--- src/shl_regs.svh ---
// register offsets, field positions, reset values and timing for the health indicators
`ifndef SHL_REGS_SVH
`define SHL_REGS_SVH

// byte offsets of the apb registers
`define SHL_OFF_CTRL 12'h000
`define SHL_OFF_EVENT 12'h004
`define SHL_OFF_FAULTS 12'h008
`define SHL_OFF_LEDS 12'h00C

// control register bits
`define SHL_CTRL_MC_READY 0
`define SHL_CTRL_BOOT_BEGUN 1
`define SHL_CTRL_OS_BOOT 2

// event register bits, write one to fire
`define SHL_EVT_WARN 0
`define SHL_EVT_FATAL 1
`define SHL_EVT_LOGS_SEEN 2

// fault latch register layout
`define SHL_FLT_EXT_LSB 0
`define SHL_FLT_INT_LSB 16

// indicator state register layout
`define SHL_LED_EXT_LSB 0
`define SHL_LED_INT_LSB 2
`define SHL_LED_SYS_LSB 4
`define SHL_LED_PWR_BIT 8

// unit count limit and reset values
`define SHL_MAX_UNITS 16
`define SHL_RESET_WORD 32'h0000_0000
`define SHL_RESET_UNITS 16'h0000

// timebase: clock rate and half period of the fast flash
`define SHL_CLK_KHZ 125000
`define SHL_HALF_2HZ_MS 250

`endif

--- src/shl_pkg.sv ---
// types shared by the server health indicator logic
`include "shl_regs.svh"

package shl_pkg;

    // text state shown on the virtual_front_panel
    typedef enum logic [1:0] {
        SHL_VFP_NONE,
        SHL_VFP_OK,
        SHL_VFP_FAILED,
        SHL_VFP_FATAL
    } shl_vfp_type;

    // whole state of the indicator block
    typedef struct packed {
        logic [31:0] flash_cnt;                    // timebase divider
        logic flash_2hz;                           // fast flash phase
        logic flash_1hz;                           // slow flash phase
        logic [`SHL_MAX_UNITS-1:0] ext_fault;      // external unit latches
        logic [`SHL_MAX_UNITS-1:0] int_fault;      // internal unit latches
        logic mc_ready;                            // controller can drive leds
        logic boot_begun;                          // boot-begun event seen
        logic os_booting;                          // os boot has begun
        logic sys_warn;                            // logged warning
        logic sys_fatal;                           // logged fatal fault
        logic power_prev;                          // power seen last cycle
        logic power_led;                           // power indicator
        logic ext_green;                           // external green
        logic ext_amber;                           // external amber
        logic int_green;                           // internal green
        logic int_amber;                           // internal amber
        logic sys_green;                           // system green
        logic sys_amber;                           // system amber
        logic sys_red;                             // system red
        logic [`SHL_MAX_UNITS-1:0] ext_comp;       // external unit leds
        logic [`SHL_MAX_UNITS-1:0] int_comp;       // diagnostic panel leds
        shl_vfp_type ext_vfp;                      // external text state
        shl_vfp_type int_vfp;                      // internal text state
        shl_vfp_type sys_vfp;                      // system text state
        logic pready;                              // apb ready
        logic pslverr;                             // apb error
        logic [31:0] prdata;                       // apb read data
    } shl_state_type;

endpackage

--- src/shl_health_led.sv ---
// front panel health indicator logic with apb control and status
`include "shl_regs.svh"
`timescale 1ns/1ns
`default_nettype none

module shl_health_led
    import shl_pkg::*;
#(
    parameter int NUM_EXT = 4,          // externally serviceable units
    parameter int NUM_INT = 8,          // internally serviceable units
    parameter int HALF_2HZ_CYCLES = `SHL_HALF_2HZ_MS * `SHL_CLK_KHZ  // fast flash half period
) (
    input wire logic ref_clk_in,                   // system clock, 125 MHz
    input wire logic rst_n_in,                     // ac or standby power cycle, low
    input wire logic sys_power_in,                 // main power is on
    input wire logic hard_reset_in,                // operator hard reset pulse
    input wire logic [NUM_EXT-1:0] ext_fail_in,    // external unit failure report
    input wire logic [NUM_EXT-1:0] ext_good_in,    // external unit good report
    input wire logic [NUM_INT-1:0] int_fail_in,    // internal unit failure report
    input wire logic [NUM_INT-1:0] int_good_in,    // internal unit good report
    input wire logic psel,                         // apb select
    input wire logic penable,                      // apb access phase
    input wire logic pwrite,                       // apb write
    input wire logic [11:0] paddr,                 // apb byte address
    input wire logic [31:0] pwdata,                // apb write data
    output logic [31:0] prdata,                    // apb read data
    output logic pready,                           // apb ready
    output logic pslverr,                          // apb error
    output logic power_led_out,                    // power indicator green
    output logic ext_green_out,                    // external health green
    output logic ext_amber_out,                    // external health amber
    output logic int_green_out,                    // internal health green
    output logic int_amber_out,                    // internal health amber
    output logic sys_green_out,                    // system health green
    output logic sys_amber_out,                    // system health amber
    output logic sys_red_out,                      // system health red
    output logic [NUM_EXT-1:0] ext_comp_led_out,   // failed external unit leds
    output logic [NUM_INT-1:0] int_comp_led_out    // diagnostic panel leds
);

    // refuse sizes the latch storage cannot hold
    initial begin
        if (NUM_EXT < 1 || NUM_EXT > `SHL_MAX_UNITS)
            $error("NUM_EXT out of range");
        if (NUM_INT < 1 || NUM_INT > `SHL_MAX_UNITS)
            $error("NUM_INT out of range");
        if (HALF_2HZ_CYCLES < 2)
            $error("HALF_2HZ_CYCLES too small");
    end

    localparam logic [31:0] HALF_LAST = 32'(HALF_2HZ_CYCLES - 1);  // divider wrap

    // timebase notes:
    // one free running divider feeds every flashing output
    // fast phase toggles each HALF_2HZ_CYCLES clocks
    // slow phase toggles when the fast phase falls
    // so the slow edges always sit on fast edges
    // all ambers share the slow phase, never drifting apart
    // red uses the fast phase for the fatal indication
    // both phases start low after the power cycle
    // a flashing output starts in the current divider phase, lit or dark
    // divider never stops, so flashing needs no start event
    // hazard: a very small half period makes the leds look steady
    // that is why the elaboration check wants at least two clocks

    shl_state_type state_ff;   // registered state
    shl_state_type nxt_state;  // next state

    // per-unit latch next values
    logic [`SHL_MAX_UNITS-1:0] nxt_ext_fault;  // external latches
    logic [`SHL_MAX_UNITS-1:0] nxt_int_fault;  // internal latches

    // apb decode terms
    logic apb_access;   // access phase, first cycle
    logic apb_commit;   // access phase, completing edge
    logic wr_ctrl;      // control write completes
    logic wr_event;     // event write completes
    logic addr_hit;     // address is mapped
    logic ext_any;      // some external unit failed
    logic int_any;      // some internal unit failed
    logic power_rise;   // main power just came on
    logic [31:0] rd_word; // read mux

    // one fault latch per unit; a failure report beats a good report
    genvar gi;
    generate
        for (gi = 0; gi < `SHL_MAX_UNITS; gi++) begin : g_unit
            if (gi < NUM_EXT) begin : g_ext
                assign nxt_ext_fault[gi] = ext_fail_in[gi] |
                    (state_ff.ext_fault[gi] & ~ext_good_in[gi]);
            end else begin : g_ext_none
                assign nxt_ext_fault[gi] = 1'b0;  // unused slot
            end
            if (gi < NUM_INT) begin : g_int
                assign nxt_int_fault[gi] = int_fail_in[gi] |
                    (state_ff.int_fault[gi] & ~int_good_in[gi]);
            end else begin : g_int_none
                assign nxt_int_fault[gi] = 1'b0;  // unused slot
            end
        end
    endgenerate

    // apb phase and address decode
    always_comb begin
        apb_access = psel & penable & ~state_ff.pready;
        apb_commit = psel & penable & state_ff.pready;
        addr_hit = (paddr == `SHL_OFF_CTRL) || (paddr == `SHL_OFF_EVENT) ||
            (paddr == `SHL_OFF_FAULTS) || (paddr == `SHL_OFF_LEDS);
        wr_ctrl = apb_commit & pwrite & (paddr == `SHL_OFF_CTRL);
        wr_event = apb_commit & pwrite & (paddr == `SHL_OFF_EVENT);
        ext_any = |state_ff.ext_fault;
        int_any = |state_ff.int_fault;
        power_rise = sys_power_in & ~state_ff.power_prev;
    end

    // read data for the addressed register
    always_comb begin
        rd_word = `SHL_RESET_WORD;
        case (paddr)
            `SHL_OFF_CTRL: begin
                rd_word[`SHL_CTRL_MC_READY] = state_ff.mc_ready;
                rd_word[`SHL_CTRL_BOOT_BEGUN] = state_ff.boot_begun;
                rd_word[`SHL_CTRL_OS_BOOT] = state_ff.os_booting;
            end
            `SHL_OFF_EVENT: begin
                rd_word[`SHL_EVT_WARN] = state_ff.sys_warn;
                rd_word[`SHL_EVT_FATAL] = state_ff.sys_fatal;
            end
            `SHL_OFF_FAULTS: begin
                rd_word[`SHL_FLT_EXT_LSB +: `SHL_MAX_UNITS] = state_ff.ext_fault;
                rd_word[`SHL_FLT_INT_LSB +: `SHL_MAX_UNITS] = state_ff.int_fault;
            end
            `SHL_OFF_LEDS: begin
                rd_word[`SHL_LED_EXT_LSB +: 2] = state_ff.ext_vfp;
                rd_word[`SHL_LED_INT_LSB +: 2] = state_ff.int_vfp;
                rd_word[`SHL_LED_SYS_LSB +: 2] = state_ff.sys_vfp;
                rd_word[`SHL_LED_PWR_BIT] = state_ff.power_led;
            end
            default: begin
                rd_word = `SHL_RESET_WORD;  // unmapped reads zero
            end
        endcase
    end

    // indicator notes:
    // power led follows main power with no software involved
    // external and internal leds each own a bank of unit latches
    // a latch is set by a failure pulse, cleared by a good pulse
    // a failure and a good pulse together leave the latch set
    // only the ac or standby power cycle clears all latches at once
    // external latches never reach the internal indicator
    // internal latches never reach the external indicator
    // component leds are plain copies of the latches
    // so an external or internal amber led always has a lit unit led beside it
    // and an external or internal green led never has one lit
    // boot flags survive standby so internal green is kept there
    // a fresh rise of main power restarts the boot flags
    // system led ranks fatal red over warning amber over green
    // logged warning and fatal states stay until explicitly cleared

    // next-state logic for the whole block
    always_comb begin
        nxt_state = state_ff;

        // shared timebase: 1 Hz toggles on every second 2 Hz toggle
        if (state_ff.flash_cnt == HALF_LAST) begin
            nxt_state.flash_cnt = `SHL_RESET_WORD;
            nxt_state.flash_2hz = ~state_ff.flash_2hz;
            if (state_ff.flash_2hz) begin
                nxt_state.flash_1hz = ~state_ff.flash_1hz;
            end
        end else begin
            nxt_state.flash_cnt = state_ff.flash_cnt + 32'h0000_0001;
        end

        // fault latches, only cleared by good reports or reset
        nxt_state.ext_fault = nxt_ext_fault;
        nxt_state.int_fault = nxt_int_fault;
        nxt_state.power_prev = sys_power_in;

        // software control bits
        if (wr_ctrl) begin
            nxt_state.mc_ready = pwdata[`SHL_CTRL_MC_READY];
            nxt_state.boot_begun = pwdata[`SHL_CTRL_BOOT_BEGUN];
            nxt_state.os_booting = pwdata[`SHL_CTRL_OS_BOOT];
        end
        // new power-up restarts the boot sequence; standby keeps it
        if (power_rise) begin
            nxt_state.boot_begun = 1'b0;
            nxt_state.os_booting = 1'b0;
        end

        // logged system events; a new log beats its clear
        if (wr_event && pwdata[`SHL_EVT_LOGS_SEEN]) begin
            nxt_state.sys_warn = 1'b0;
        end
        if (wr_event && pwdata[`SHL_EVT_WARN]) begin
            nxt_state.sys_warn = 1'b1;
        end
        if (hard_reset_in) begin
            nxt_state.sys_fatal = 1'b0;
        end
        if (wr_event && pwdata[`SHL_EVT_FATAL]) begin
            nxt_state.sys_fatal = 1'b1;
        end

        // power indicator follows main power alone
        nxt_state.power_led = sys_power_in;

        // external indicator, amber over green
        nxt_state.ext_comp = state_ff.ext_fault;
        if (ext_any) begin
            nxt_state.ext_green = 1'b0;
            nxt_state.ext_amber = state_ff.flash_1hz;
            nxt_state.ext_vfp = SHL_VFP_FAILED;
        end else if (sys_power_in && state_ff.mc_ready) begin
            nxt_state.ext_green = 1'b1;
            nxt_state.ext_amber = 1'b0;
            nxt_state.ext_vfp = SHL_VFP_OK;
        end else begin
            nxt_state.ext_green = 1'b0;
            nxt_state.ext_amber = 1'b0;
            nxt_state.ext_vfp = SHL_VFP_NONE;
        end

        // internal indicator: amber only while a panel led is lit
        nxt_state.int_comp = state_ff.int_fault;
        if (int_any) begin
            nxt_state.int_green = 1'b0;
            nxt_state.int_amber = state_ff.flash_1hz;
            nxt_state.int_vfp = SHL_VFP_FAILED;
        end else if (state_ff.boot_begun) begin
            nxt_state.int_green = 1'b1;
            nxt_state.int_amber = 1'b0;
            nxt_state.int_vfp = SHL_VFP_OK;
        end else begin
            nxt_state.int_green = 1'b0;
            nxt_state.int_amber = 1'b0;
            nxt_state.int_vfp = SHL_VFP_NONE;
        end

        // system indicator: fatal red over warning amber over green
        if (state_ff.sys_fatal) begin
            nxt_state.sys_green = 1'b0;
            nxt_state.sys_amber = 1'b0;
            nxt_state.sys_red = state_ff.flash_2hz;
            nxt_state.sys_vfp = SHL_VFP_FATAL;
        end else if (state_ff.sys_warn) begin
            nxt_state.sys_green = 1'b0;
            nxt_state.sys_amber = state_ff.flash_1hz;
            nxt_state.sys_red = 1'b0;
            nxt_state.sys_vfp = SHL_VFP_FAILED;
        end else if (sys_power_in && state_ff.os_booting) begin
            nxt_state.sys_green = 1'b1;
            nxt_state.sys_amber = 1'b0;
            nxt_state.sys_red = 1'b0;
            nxt_state.sys_vfp = SHL_VFP_OK;
        end else begin
            nxt_state.sys_green = 1'b0;
            nxt_state.sys_amber = 1'b0;
            nxt_state.sys_red = 1'b0;
            nxt_state.sys_vfp = SHL_VFP_NONE;
        end

        // apb slave: one wait cycle, then ready for one cycle
        nxt_state.pready = apb_access;
        if (apb_access) begin
            nxt_state.pslverr = ~addr_hit;
            nxt_state.prdata = (pwrite || !addr_hit) ? `SHL_RESET_WORD : rd_word;
        end else begin
            nxt_state.pslverr = 1'b0;
            nxt_state.prdata = `SHL_RESET_WORD;
        end
    end

    // apb notes:
    // one wait state: ready comes the cycle after access starts
    // writes take effect only on the edge with ready high
    // unmapped addresses answer with an error and zero data
    // write answers carry zero data as well
    // a master may start its next setup right after completion
    // read data is captured from the state of the access cycle

    // state register; reset is the ac or standby power cycle
    always_ff @(posedge ref_clk_in or negedge rst_n_in) begin
        if (!rst_n_in) begin
            state_ff <= '0;  // all latches, flags and leds clear
        end else begin
            state_ff <= nxt_state;
        end
    end

    // output notes:
    // every port below is a copy of a state bit
    // no gate stands between a flip-flop and a pin
    // unused latch slots above the unit counts stay zero
    // only the low unit slots are brought out to the pins

    // outputs straight from the state register
    always_comb begin
        prdata = state_ff.prdata;
        pready = state_ff.pready;
        pslverr = state_ff.pslverr;
        power_led_out = state_ff.power_led;
        ext_green_out = state_ff.ext_green;
        ext_amber_out = state_ff.ext_amber;
        int_green_out = state_ff.int_green;
        int_amber_out = state_ff.int_amber;
        sys_green_out = state_ff.sys_green;
        sys_amber_out = state_ff.sys_amber;
        sys_red_out = state_ff.sys_red;
        ext_comp_led_out = state_ff.ext_comp[NUM_EXT-1:0];
        int_comp_led_out = state_ff.int_comp[NUM_INT-1:0];
    end

endmodule

`default_nettype wire

--- config.mk ---
export PLATFORM = sky130hd
export DESIGN_NAME = shl_health_led
export DESIGN_NICKNAME = d
export VERILOG_FILES = /design/src/shl_pkg.sv /design/src/shl_health_led.sv
export VERILOG_INCLUDE_DIRS = /design/src
export SDC_FILE = /design/constraint.sdc
export NUM_CORES = 1
export LEC_CHECK = 0
export ABC_AREA = 1
export ABC_CLOCK_PERIOD_IN_PS = 2400
export BUFFER_PORTS_ARGS = -buffer_cell sky130_fd_sc_hd__buf_4
export CAP_MARGIN = 20
export CORE_MARGIN = 2
export CORE_UTILIZATION = 56
export CTS_CLUSTER_DIAMETER = 30
export DETAILED_ROUTE_END_ITERATION = 16
export PLACE_DENSITY = 0.94
export SLEW_MARGIN = 20
export SYNTH_ARGS = -nofsm -noshare
export SYNTH_HDL_FRONTEND = slang
export SYNTH_SLANG_ARGS = --single-unit
--- constraint.sdc ---
create_clock -name ref_clk_in -period 2.4 [get_ports ref_clk_in]
set_input_delay 0.36 -clock ref_clk_in [delete_from_list [all_inputs] [get_ports ref_clk_in]]
set_output_delay 0.36 -clock ref_clk_in [all_outputs]
set_load 0.01 [all_outputs]
* Word-level counts from Yosys, hierarchy flattened
Cells that the tools add are included.
** Word-level totals
- Flip-flop bits (word level) :: 111
- Input bits :: 75
- Output and inout port bits :: 54
- Word-level logic and storage cells :: 124
** Operators by class
- Add/sub/neg operators :: 1
- Equal/unequal tests :: 4
- Muxes and demuxes :: 28
- Bitwise gates (word level) :: 48
- Reduce and logical (&&, ||, !) cells :: 17
** Operator list (count)
- 32-bit 2-to-1 mux :: 2
- 33-bit 2-to-1 mux :: 1
- 32-bit by 1-bit adder with 32-bit output, second input constant :: 1
- 32-bit by 25-bit == test with 1-bit output, second input constant :: 1
- 12-bit by 4-bit == test with 1-bit output, second input constant :: 2
- 2-bit 2-to-1 mux :: 10
- 1-bit bitwise AND :: 19
- 1-bit NOT :: 17
- 15-bit 2-to-1 mux :: 1
- 12-bit by 3-bit == test with 1-bit output, second input constant :: 1
- 12-bit logical NOT :: 1
- 1-bit bitwise OR :: 12
- 3-bit 2-to-1 mux :: 3
- 1-bit 2-to-1 mux :: 8
- 2-bit one-hot mux with 4 select lines :: 1
- 8-bit OR reduction :: 1
- 3-bit one-hot mux with 2 select lines :: 1
- 2-bit nonzero test :: 3
- 1-bit logical AND :: 5
- 1-bit logical OR :: 4
- 4-bit OR reduction :: 1
- 1-bit one-hot mux with 3 select lines :: 1
- 2-bit AND reduction :: 1
- 1-bit logical NOT :: 1

* Depth between registers and ports, before layout
Gate-level depths: netlist of run 1.
- Depth in word-level cells :: 8
- Mapped depth :: 9
- Mapped depth without buffers :: 9

* Least setup slack after synthesis of run 1
OpenSTA, ideal clock, no wires.
- Kind :: register -> register
- Start :: reg state_ff[120] (netlist bit)
- End :: reg state_ff[130] (netlist bit)
- Library setup time :: 0.121 ns
- Data arrival time :: 1.362 ns
- Required time :: 2.279 ns
- Path slack :: 0.918 ns
- Cell stages (with the launch flop) :: 10
- Buffers on the path :: 1
- Clock period less this slack :: 1.482 ns
- Cells stage by stage :: dfrtp_1 > ha_1 > inv_2 > nor2_8 > nand2_2 > nor3_4 > nand2_2 > clkinv_2 > buf_8 > nor2_2
** RTL lines
- start, declared :: line shl_health_led.sv:66 : shl_state_type state_ff;
- start signal, assigned :: line shl_health_led.sv:289 : state_ff <= nxt_state;

==> key figures, run 1 <==
Status
  – Status: finished clean

Die
  – Die ar.: 8850 um^2
  – Die H: 94.1 um
  – Initial Util: 0.582
  – Core area: 7810 um^2
  – Row Count: 32
  – I/O Pins: 129
  – Die Wd: 94.1 um

Logic synthesis
  – Ys Warns: 0
  – Top cells by area, synth: dfrtp_1 (51%), nand2_1 (10%), buf_4 (7.4%)
  – #FFs+latches synth: 92
  – Synth cell types: 29
  – Syn avg cell area: 8.28 um^2
  – Post-synth top area cell: dfrtp_1
  – Share of the synthesized area in the top cell type: 0.507
  – Synth Cell Area: 4540 um^2
  – Syn Inst Count: 549
  – Sequential fraction of the synthesis area: 0.507

Routing
  – DR vias/cell: 4.90
  – Initial DRC count: 240
  – 1st-pass router iterations: 5
  – # DRC: 0
  – Wire per inst: 13.0 um
  – Via count: 3525
  – DRT antenna net count: 0
  – Drt total wl: 9340 um

Clocking
  – Total CTS buffers: 9
  – TritonCTS sink count: 92
  – H-tree levels: 3
  – Clock Latency Late Sink: 0.36 ns
  – Hold_buf cts: 1
  – Clk slew on worst S/H paths: 0.10 ns
  – Root buf cell: clkbuf_8
  – Postcts setup bufs: 0
  – Number of gates resized after CTS: 0
  – CTS tree: built
  – Clock buffer depth: 2

STA
  – Max Slew Vio Count: 0
  – Relative slew margins: 0.633
  – Max Fclk: 596 MHz
  – Final Skew: 0.0152 ns
  – Fin worst setup slack: 0.721 ns
  – Setup TNS: 0 ns
  – Unrepaired setup endpoints after global routing: no
  – Final Hold Vio Count: 0
  – Part of the cycle the worst path needs: 0.700
  – Tightest Pin Transition: 0.550 ns
  – Min cycle time layout: 1.68 ns
  – # setup viols final: 0

Cells and area
  – Non-filler cells, final: 720
  – Diode count: 0
  – Layout Nets: 689
  – Share of post-route cells with drive strength above 1: 0.222
  – Area Overhead vs Synth: 15.1%
  – Fin util: 0.670

Worst setup path
  – Reg-to-reg critical path startpoint: state_ff[120]
  – CP Capture Type: register
  – Reg2reg path depth: 8
  – Crit Path Class: reg2reg
  – Worst EP arrival: 1.93 ns
  – WP data required: 2.65 ns
  – Setup crit start kind: register
  – Worst reg-to-reg setup slack: 0.72 ns
  – Critical Path Fanout Max: 14
  – R2r endpoint: state_ff[123]

Placed design
  – Dpl ws: 0.552 ns
  – Dpl hpwl: 7240 um
  – Cells after DPL: 703
  – GPL Wtd Cong: 0.935
  – Port bufs: 82

Worst hold path
  – Hold Crit Start: sys_power_in
  – Hold crit path type: in2reg
  – Hold Crit Endpoint: power_led_out
  – Hold Path Depth: 1

Global routing
  – Initial antenna violation count: 0
  – GRT Overall Usage: 0.233
  – First-pass GRT wire length: 15700 um
  – Total grt overflow: 0
  – Number of global-route vias before repair: 3429
  – Pin count of the biggest net entering global routing: 50

Pwr
  – Sw Share: 0.243
  – Pwr/cell area: 548 nW/um^2
  – Sw Pwr: 695 uW
  – P_int: 2.17 mW
  – Leak: 2.64 nW
  – Power share of the sequential group: 0.557
  – Power share of the clock group: 0.381
  – Total Power: 2.87 mW
  – Comb pwr share: 0.062
  – Worst vdd ir: 0.322 mV

Job
  – MaxCap Viol Count: 0
power groups by stage:
stage / registers [mW] / logic, mW / clock network, mW
after global placement: 1.62 / 0.173 / 0
after floorplan: 1.62 / 0.0900 / 0
after global routing: 1.60 / 0.199 / 1.19
after CTS: 1.60 / 0.181 / 1.12
after detailed placement: 1.63 / 0.179 / 0
final: 1.60 / 0.179 / 1.09
placed cells by master (no fill, tap or decap):
cell type / count
nor3_1: 9
clkinv_2: 1
nand3_2: 1
inv_6: 3
buf_12: 1
nand2_2: 4
nand2_1: 126
nor2_4: 1
inv_1: 67
conb_1: 17
o21bai_1: 12
o21ai_0: 5
xor2_1: 15
dfrtp_1: 92
o31ai_1: 1
nor3_4: 1
nor2_1: 86
a21oi_1: 3
buf_4: 82
nand3_1: 28
inv_8: 2
nor2_8: 1
dlygate4sd3_1: 1
ha_1: 1
or2_2: 1
bufinv_16: 1
nand3b_1: 1
inv_2: 8
clkinvlp_4: 1
o21ai_1: 3
nand4_1: 11
nor2_2: 20
xnor2_1: 3
clkbuf_8: 9
sequential cells by signal, indices dropped and copies added (netlist names):
register / flops
state_ff: 45
prdata: 15
nxt_state: 12
int_comp_led_out: 8
ext_comp_led_out: 4
ext_amber_out: 1
int_amber_out: 1
power_led_out: 1
pready: 1
pslverr: 1
sys_amber_out: 1
sys_green_out: 1
sys_red_out: 1
per-layer routing:
metal,routed length (um),GRT usage,up-vias
li1,-,-,1749
met1,3880,0.293,1637
met2,4750,0.401,123
met3,522,0.0393,16
met4,194,0.0906,0
met5,0,0,-
worst max path at each step:
stage / slack, ns / to / depth (start not counted) / start
floorplan: 0.92 / state_ff[130] / 9 / state_ff[120]
global placement: 0.63 / prdata[3] / 8 / paddr[11]
detailed placement: 0.55 / prdata[3] / 8 / paddr[7]
CTS: 0.72 / state_ff[123] / 8 / state_ff[120]
global route: 0.59 / state_ff[123] / 8 / state_ff[120]
finish: 0.72 / state_ff[123] / 8 / state_ff[120]
critical path: stages (launching register included):
cell,delay (ns)
dfrtp_1,0.40
ha_1,0.27
inv_2,0.10
nor2_8,0.17
nand2_2,0.08
nor3_4,0.15
nand2_2,0.08
clkinv_2,0.22
nor2_1,0.08
cell type report:
class | instances | area (um^2)
Tap cell | 102 | 128
Inverter | 76 | 287
Timing Repair Buffer | 84 | 646
Multi-Input combinational cell | 350 | 1660
Clock inverter | 7 | 86.3
Sequential cell | 92 | 2300
Fill cell | 630 | 2580
Clock buffer | 9 | 124
Yosys cell counts:
| library cell | instances |
|---|---|
| nor2_4 | 1 |
| or2_2 | 1 |
| nand4_1 | 11 |
| nor2_1 | 86 |
| o31ai_1 | 1 |
| buf_4 | 45 |
| nand3_2 | 1 |
| nor3_4 | 1 |
| buf_8 | 1 |
| nor2_8 | 1 |
| clkinv_2 | 1 |
| ha_1 | 1 |
| o21ai_1 | 3 |
| nor3_1 | 9 |
| o21bai_1 | 12 |
| nand2_1 | 126 |
| xor2_1 | 15 |
| a21oi_1 | 3 |
| nand3b_1 | 1 |
| o21ai_0 | 5 |
| xnor2_1 | 3 |
| nand3_1 | 28 |
| inv_1 | 67 |
| dfrtp_1 | 92 |
| conb_1 | 1 |
| nor2_2 | 20 |
| buf_2 | 1 |
| inv_2 | 8 |
| nand2_2 | 4 |
kinds of logic after synthesis:
kind of cell	after synthesis	synth area share
and+or+nand+nor	290	0.280
DFF	92	0.507
AOI/OAI and AO/OA	24	0.0336
other	1	0.000825
xor gates and xnor gates	18	0.0347
buffers and inverters	123	0.142
adders and majority gates	1	0.00275
metrics by stage:
stage / hold slack (ns) / cell area, um^2
final: 0.119 / 5230
after detailed placement: 0.382 / 5010
after CTS: 0.101 / 5230
after floorplan: 0.0644 / 4600
after global placement: 0.372 / 5010
after global routing: 0.0918 / 5230
(Power assumes the default switching activity.)
==> inputs of run 2 (changes only) <==
ABC_AREA = 0   (was 1)
ABC_CLOCK_PERIOD_IN_PS = 1600   (was 2400)
CORE_UTILIZATION = 51   (was 56)
PLACE_DENSITY = 0.89   (was 0.94)
clock period = 1.6 ns   (was 2.4 ns; I/O delays follow)
==> key figures, run 2 <==
STA
  – Final Hold Vio Count: 0
  – Min cycle time layout: 1.92 ns
  – Tightest Pin Transition: 0.504 ns
  – Max Slew Vio Count: 0
  – Setup TNS: -5.14 ns
  – # setup viols final: 20
  – Relative slew margins: 0.661
  – Part of the cycle the worst path needs: 1.20
  – Final Skew: 0.00727 ns
  – Fin worst setup slack: -0.315 ns
  – Max Fclk: 522 MHz
  – Hold slack: 0.0187 ns
  – Unrepaired setup endpoints after global routing: yes

Placed design
  – GPL Wtd Cong: 0.840
  – Dpl ws: -0.322 ns
  – Dpl hpwl: 6070 um
  – Port bufs: 82

Die
  – Die ar.: 8690 um^2
  – I/O Pins: 129
  – Die H: 93.2 um
  – Core area: 7730 um^2
  – Row Count: 32
  – Die Wd: 93.2 um
  – Initial Util: 0.526

Worst setup path
  – Setup crit start kind: register
  – Worst reg-to-reg setup slack: -0.32 ns
  – WP data required: 1.83 ns
  – Worst EP arrival: 2.15 ns
  – CP Cell Sequence: or4b_4 -> or4_4 -> nor2_4 -> buf_6 -> a21oi_1
  – Reg2reg path depth: 5
  – Crit path max-delay cell type: or4b_4
  – Reg-to-reg critical path startpoint: state_ff[131]
  – Max incr delay on CP: 0.54 ns
  – Critical Path Fanout Max: 9
  – CP Capture Type: register
  – Crit Path Class: reg2reg
  – R2r endpoint: state_ff[142]

Logic synthesis
  – Synth cell types: 41
  – Synth Cell Area: 4060 um^2
  – Ys Warns: 0
  – Syn avg cell area: 11.3 um^2
  – Number of synthesized flops with an enable pin: 0
  – Share of the synthesized area in the top cell type: 0.567
  – Synth Flop Type: dfrtp_1
  – Syn Inst Count: 361
  – #FFs+latches synth: 92
  – Most common cell in the netlist: dfrtp_1
  – Sequential fraction of the synthesis area: 0.567
  – Top cells by area, synth: dfrtp_1 (57%), buf_4 (8.1%), xnor2_1 (2.8%)
  – Post-synth top area cell: dfrtp_1
  – Asr flop ratio synth: 1.00
  – Post-synth top cells: dfrtp_1 (92), buf_4 (44), nor2_1 (20)

Pwr
  – Sw Share: 0.218
  – Pwr/cell area: 873 nW/um^2
  – P_int: 3.55 mW
  – Power share of the sequential group: 0.529
  – Comb pwr share: 0.060
  – Power share of the clock group: 0.411
  – Sw Pwr: 992 uW
  – Leak: 2.61 nW
  – Total Power: 4.54 mW
  – Worst vdd ir: 0.487 mV

Cells and area
  – Largest register by flop count: state_ff
  – Filler Cells Inserted: 550
  – Area Overhead vs Synth: 28.2%
  – Number of flip-flops in the largest register: 45
  – Commonest non-fill, non-tap cell in the layout: buf_4
  – Diode count: 0
  – Most frequent cells in the layout: buf_4 (122), dfrtp_1 (92), inv_1 (19)
  – Share of post-route cells with drive strength above 1: 0.357
  – Layout Nets: 541

Clocking
  – Clock buffer depth: 2
  – Clk slew on worst S/H paths: 0.09 ns
  – H-tree levels: 3
  – TritonCTS sink count: 92
  – Total CTS buffers: 9
  – Root buf cell: clkbuf_8
  – Clock Latency Late Sink: 0.36 ns
  – CTS tree: built

Status
  – Status: complete, but fails checks
  – Failing checks: negative setup slack

Routing
  – 1st-pass router iterations: 6
  – # DRC: 0
  – DR vias/cell: 5.26
  – Drt total wl: 8750 um
  – Initial DRC count: 163
  – Wire per inst: 15.3 um
  – DRT antenna net count: 0
  – Via count: 3011

Worst hold path
  – Hold Path Depth: 1
  – Hold crit path type: in2reg
  – Hold Crit Endpoint: power_led_out
  – Hold Crit Start: sys_power_in

Global routing
  – GRT Overall Usage: 0.210
  – Number of global-route vias before repair: 3011
  – Pin count of the biggest net entering global routing: 36
  – Total grt overflow: 0
  – First-pass GRT wire length: 14100 um
  – Initial antenna violation count: 0

Job
  – MaxCap Viol Count: 0
-- run 2: final cells by class --
type | instances | area, um^2 | share of cell area
Clock buffer | 9 | 124 | 0.0238
Clock inverter | 7 | 123 | 0.0236
Inverter | 19 | 71.3 | 0.0137
Multi-Input combinational cell | 215 | 1470 | 0.282
Sequential cell | 92 | 2300 | 0.442
Tap cell | 102 | 128 | 0.0245
Timing Repair Buffer | 128 | 991 | 0.190
-- run 2: worst max path at each step --
stage                          endpoint  slack, ns  cells past startpoint     startpoint
final                     state_ff[142]      -0.32                      5  state_ff[131]
after global routing      state_ff[142]      -0.37                      5  state_ff[131]
after CTS                 state_ff[142]      -0.31                      5  state_ff[131]
after detailed placement  state_ff[143]      -0.32                      5  state_ff[136]
after global placement    state_ff[143]      -0.28                      5  state_ff[136]
after floorplan           state_ff[143]      -0.28                      5  state_ff[136]
-- run 2: logic make-up (layout without fill, tap and decap cells) --
logic type / Yosys count / in the layout / synth area share
XOR/XNOR: 25 / 25 / 0.0539
buffers and inverters: 70 / 163 / 0.107
other: 1 / 17 / 0.000923
flip-flops: 92 / 92 / 0.567
multiplexers: 8 / 8 / 0.0262
adder cells (fa/ha/maj): 1 / 1 / 0.00308
AND/OR/NAND/NOR: 133 / 133 / 0.190
AO/OA/AOI/OAI: 31 / 31 / 0.0515
-- run 2: stage by stage --
stage / std cells / instance area [um^2] / util
after detailed placement: 552 / 4830 / 0.625
after floorplan: 377 / 4120 / -
after global routing: 572 / 5200 / 0.674
after global placement: 552 / 4830 / 0.625
after CTS: 572 / 5140 / 0.665
final: 572 / 5200 / 0.674
-- run 2: power by group through the flow --
stage,logic [mW],clock network (mW),registers [mW]
detailed placement,0.273,0,2.45
global route,0.304,2.03,2.41
global placement,0.266,0,2.44
CTS,0.277,1.89,2.40
floorplan,0.138,0,2.44
finish,0.274,1.87,2.40
-- run 2: critical path, delay by kind of cell, from the launching register on --
kind,cells,cell delay (ns)
buffers and inverters,1,0.15
DFF,1,0.38
AOI/OAI and AO/OA,1,0.05
and+or+nand+nor,3,1.22
-- run 2: layer usage --
layer	global-route usage	vias up	routed length (um)
met5	0	-	0
met4	0.0625	0	161
met3	0.0459	17	497
met2	0.372	126	4640
met1	0.258	1471	3460
li1	-	1397	-
-- run 2: repair_timing --
| item | in CTS | in global routing |
|---|---|---|
| setup buffers | 3 | 0 |
| resized for setup | 8 | 15 |
| hold endpoints to repair | 28 | 0 |
| endpoints found under the setup margin | 21 | 27 |
| pin swaps | 6 | 7 |
| hold buffers | 1 | 0 |
==> inputs of run 3 (changes only) <==
RECOVER_POWER = 50   (was default)
==> key figures, run 3 (same netlist as run 2, synthesis figures left out) <==
Status
  – Status: complete, but fails checks
  – Failing checks: negative setup slack

Worst hold path
  – Hold Path Depth: 1
  – Hold crit path type: in2reg

STA
  – Fin worst setup slack: -0.316 ns
  – Relative slew margins: 0.482
  – # setup viols final: 20
  – Max Slew Vio Count: 0
  – Max Fclk: 522 MHz
  – Unrepaired setup endpoints after global routing: yes
  – Final Skew: 0.00750 ns
  – Tightest Pin Transition: 0.777 ns
  – Part of the cycle the worst path needs: 1.20
  – Min cycle time layout: 1.92 ns
  – Final Hold Vio Count: 0
  – Hold slack: 0.0519 ns

Worst setup path
  – Crit path max-delay cell type: or4b_4
  – WP data required: 1.83 ns
  – CP Cell Sequence: or4b_4 -> or4_4 -> nor2_4 -> buf_6 -> a21oi_1
  – Max incr delay on CP: 0.54 ns
  – Setup crit start kind: register
  – Worst EP arrival: 2.15 ns
  – Worst path buffer plus inverter count: 1
  – Crit Path Class: reg2reg
  – Family with the most delay on the worst path: simple AND/OR/NAND/NOR gates
  – Critical Path Fanout Max: 9
  – CP Capture Type: register
  – Reg2reg path depth: 5
  – Crit path depth: 5

Pwr
  – Sw Pwr: 995 uW
  – Leak: 2.59 nW
  – Worst vdd ir: 0.487 mV
  – Power share of the sequential group: 0.529
  – Power share of the clock group: 0.412
  – Comb pwr share: 0.059
  – Total Power: 4.54 mW
  – Pwr/cell area: 877 nW/um^2
  – Sw Share: 0.219
  – P_int: 3.55 mW

Global routing
  – Initial antenna violation count: 0
  – Total grt overflow: 0
  – Number of global-route vias before repair: 3011
  – Pin count of the biggest net entering global routing: 36
  – GRT Overall Usage: 0.210
  – First-pass GRT wire length: 14100 um

Placed design
  – Cells after DPL: 552
  – GPL Wtd Cong: 0.840
  – Port bufs: 82
  – Dpl hpwl: 6070 um

Clocking
  – Clock Latency Late Sink: 0.36 ns
  – H-tree levels: 3
  – Total CTS buffers: 9
  – Root buf cell: clkbuf_8
  – Clk slew on worst S/H paths: 0.09 ns
  – TritonCTS sink count: 92
  – Clock buffer depth: 2
  – CTS tree: built

Routing
  – Via count: 3012
  – DRT antenna net count: 0
  – Detailed route wirelength on metal2: 4660 um
  – # DRC: 0
  – Top Layer Used: met4
  – Metal1 wirelength: 3450 um
  – DR vias/cell: 5.27
  – 1st-pass router iterations: 4
  – Wire per inst: 15.3 um
  – DR WL met3: 514 um
  – Drt total wl: 8780 um
  – Initial DRC count: 175

Die
  – Core area: 7730 um^2
  – Initial Util: 0.526
  – Die ar.: 8690 um^2
  – Row Count: 32
  – I/O Pins: 129
  – Die Wd: 93.2 um
  – Die H: 93.2 um

Cells and area
  – Share of post-route cells with drive strength above 1: 0.353
  – Number of flip-flops in the largest register: 45
  – Most frequent cells in the layout: buf_4 (119), dfrtp_1 (92), inv_1 (19)
  – Diode count: 0
  – Largest register by flop count: state_ff
  – Filler Cells Inserted: 558
  – Non-filler cells, final: 572
  – Area Overhead vs Synth: 27.5%
  – Area occupied by multi-input gates: 1470 um^2
  – Layout Nets: 541
  – Commonest non-fill, non-tap cell in the layout: buf_4
  – Storage cell area: 2300 um^2

Job
  – MaxCap Viol Count: 0
run 3: changes by cell type in the layout (fill, tap and decap cells not counted):
cell	before	now
buf_4	122	119
and2_1	12	11
and2_0	0	1
clkbuf_1	0	2
buf_12	1	0
clkbuf_2	0	2
run 3: worst paths after layout:
check	startpoint	endpoint	slack [ns]
min	sys_power_in	power_led_out	0.05
max in group asynchronous	rst_n_in	pready	0.20
max reg2reg	state_ff[131]	state_ff[142]	-0.32
max	state_ff[131]	state_ff[142]	-0.32
min reg2reg	nxt_state[42]	int_comp_led_out[2]	0.43
min in group asynchronous	rst_n_in	state_ff[148]	0.48
run 3: what timing repair did:
item,in CTS,in global routing
hold buffers,1,0
endpoints found under the setup margin,21,27
resized for setup,8,15
endpoints found under the hold margin,28,0
setup buffers,3,0
pin swaps,6,7
run 3: layer usage:
| layer | up-vias | track usage |
|---|---|---|
| li1 | 1394 | - |
| met4 | 0 | 0.0625 |
| met3 | 19 | 0.0459 |
| met1 | 1477 | 0.258 |
| met2 | 122 | 0.372 |
| met5 | - | 0 |
run 3: final cells by class:
cell class | instances | area share
clock buffers | 9 | 0.0239
well taps | 102 | 0.0246
inverters | 19 | 0.0138
flip-flops and latches | 92 | 0.444
clock inverters | 7 | 0.0237
multi-input cells | 215 | 0.283
repair buffers | 128 | 0.186
run 3: metrics by stage:
| stage | cell area (um^2) | setup slack [ns] | utilization | setup TNS [ns] |
|---|---|---|---|---|
| after floorplan | 4120 | -0.283 | - | -4.04 |
| after global placement | 4830 | -0.275 | 0.625 | -4.34 |
| final | 5180 | -0.316 | 0.670 | -5.13 |
| after CTS | 5140 | -0.310 | 0.665 | -5.09 |
| after detailed placement | 4830 | -0.322 | 0.625 | -5.20 |
| after global routing | 5180 | -0.374 | 0.670 | -6.74 |
run 3: power groups by stage:
stage          Clock, mW  Combinational, mW  Sequential, mW
6_report            1.87              0.266            2.40
5_1_grt             2.03              0.296            2.41
4_1_cts             1.89              0.277            2.40
3_5_place_dp           0              0.273            2.45
3_3_place_gp           0              0.266            2.44
2_1_floorplan          0              0.138            2.44
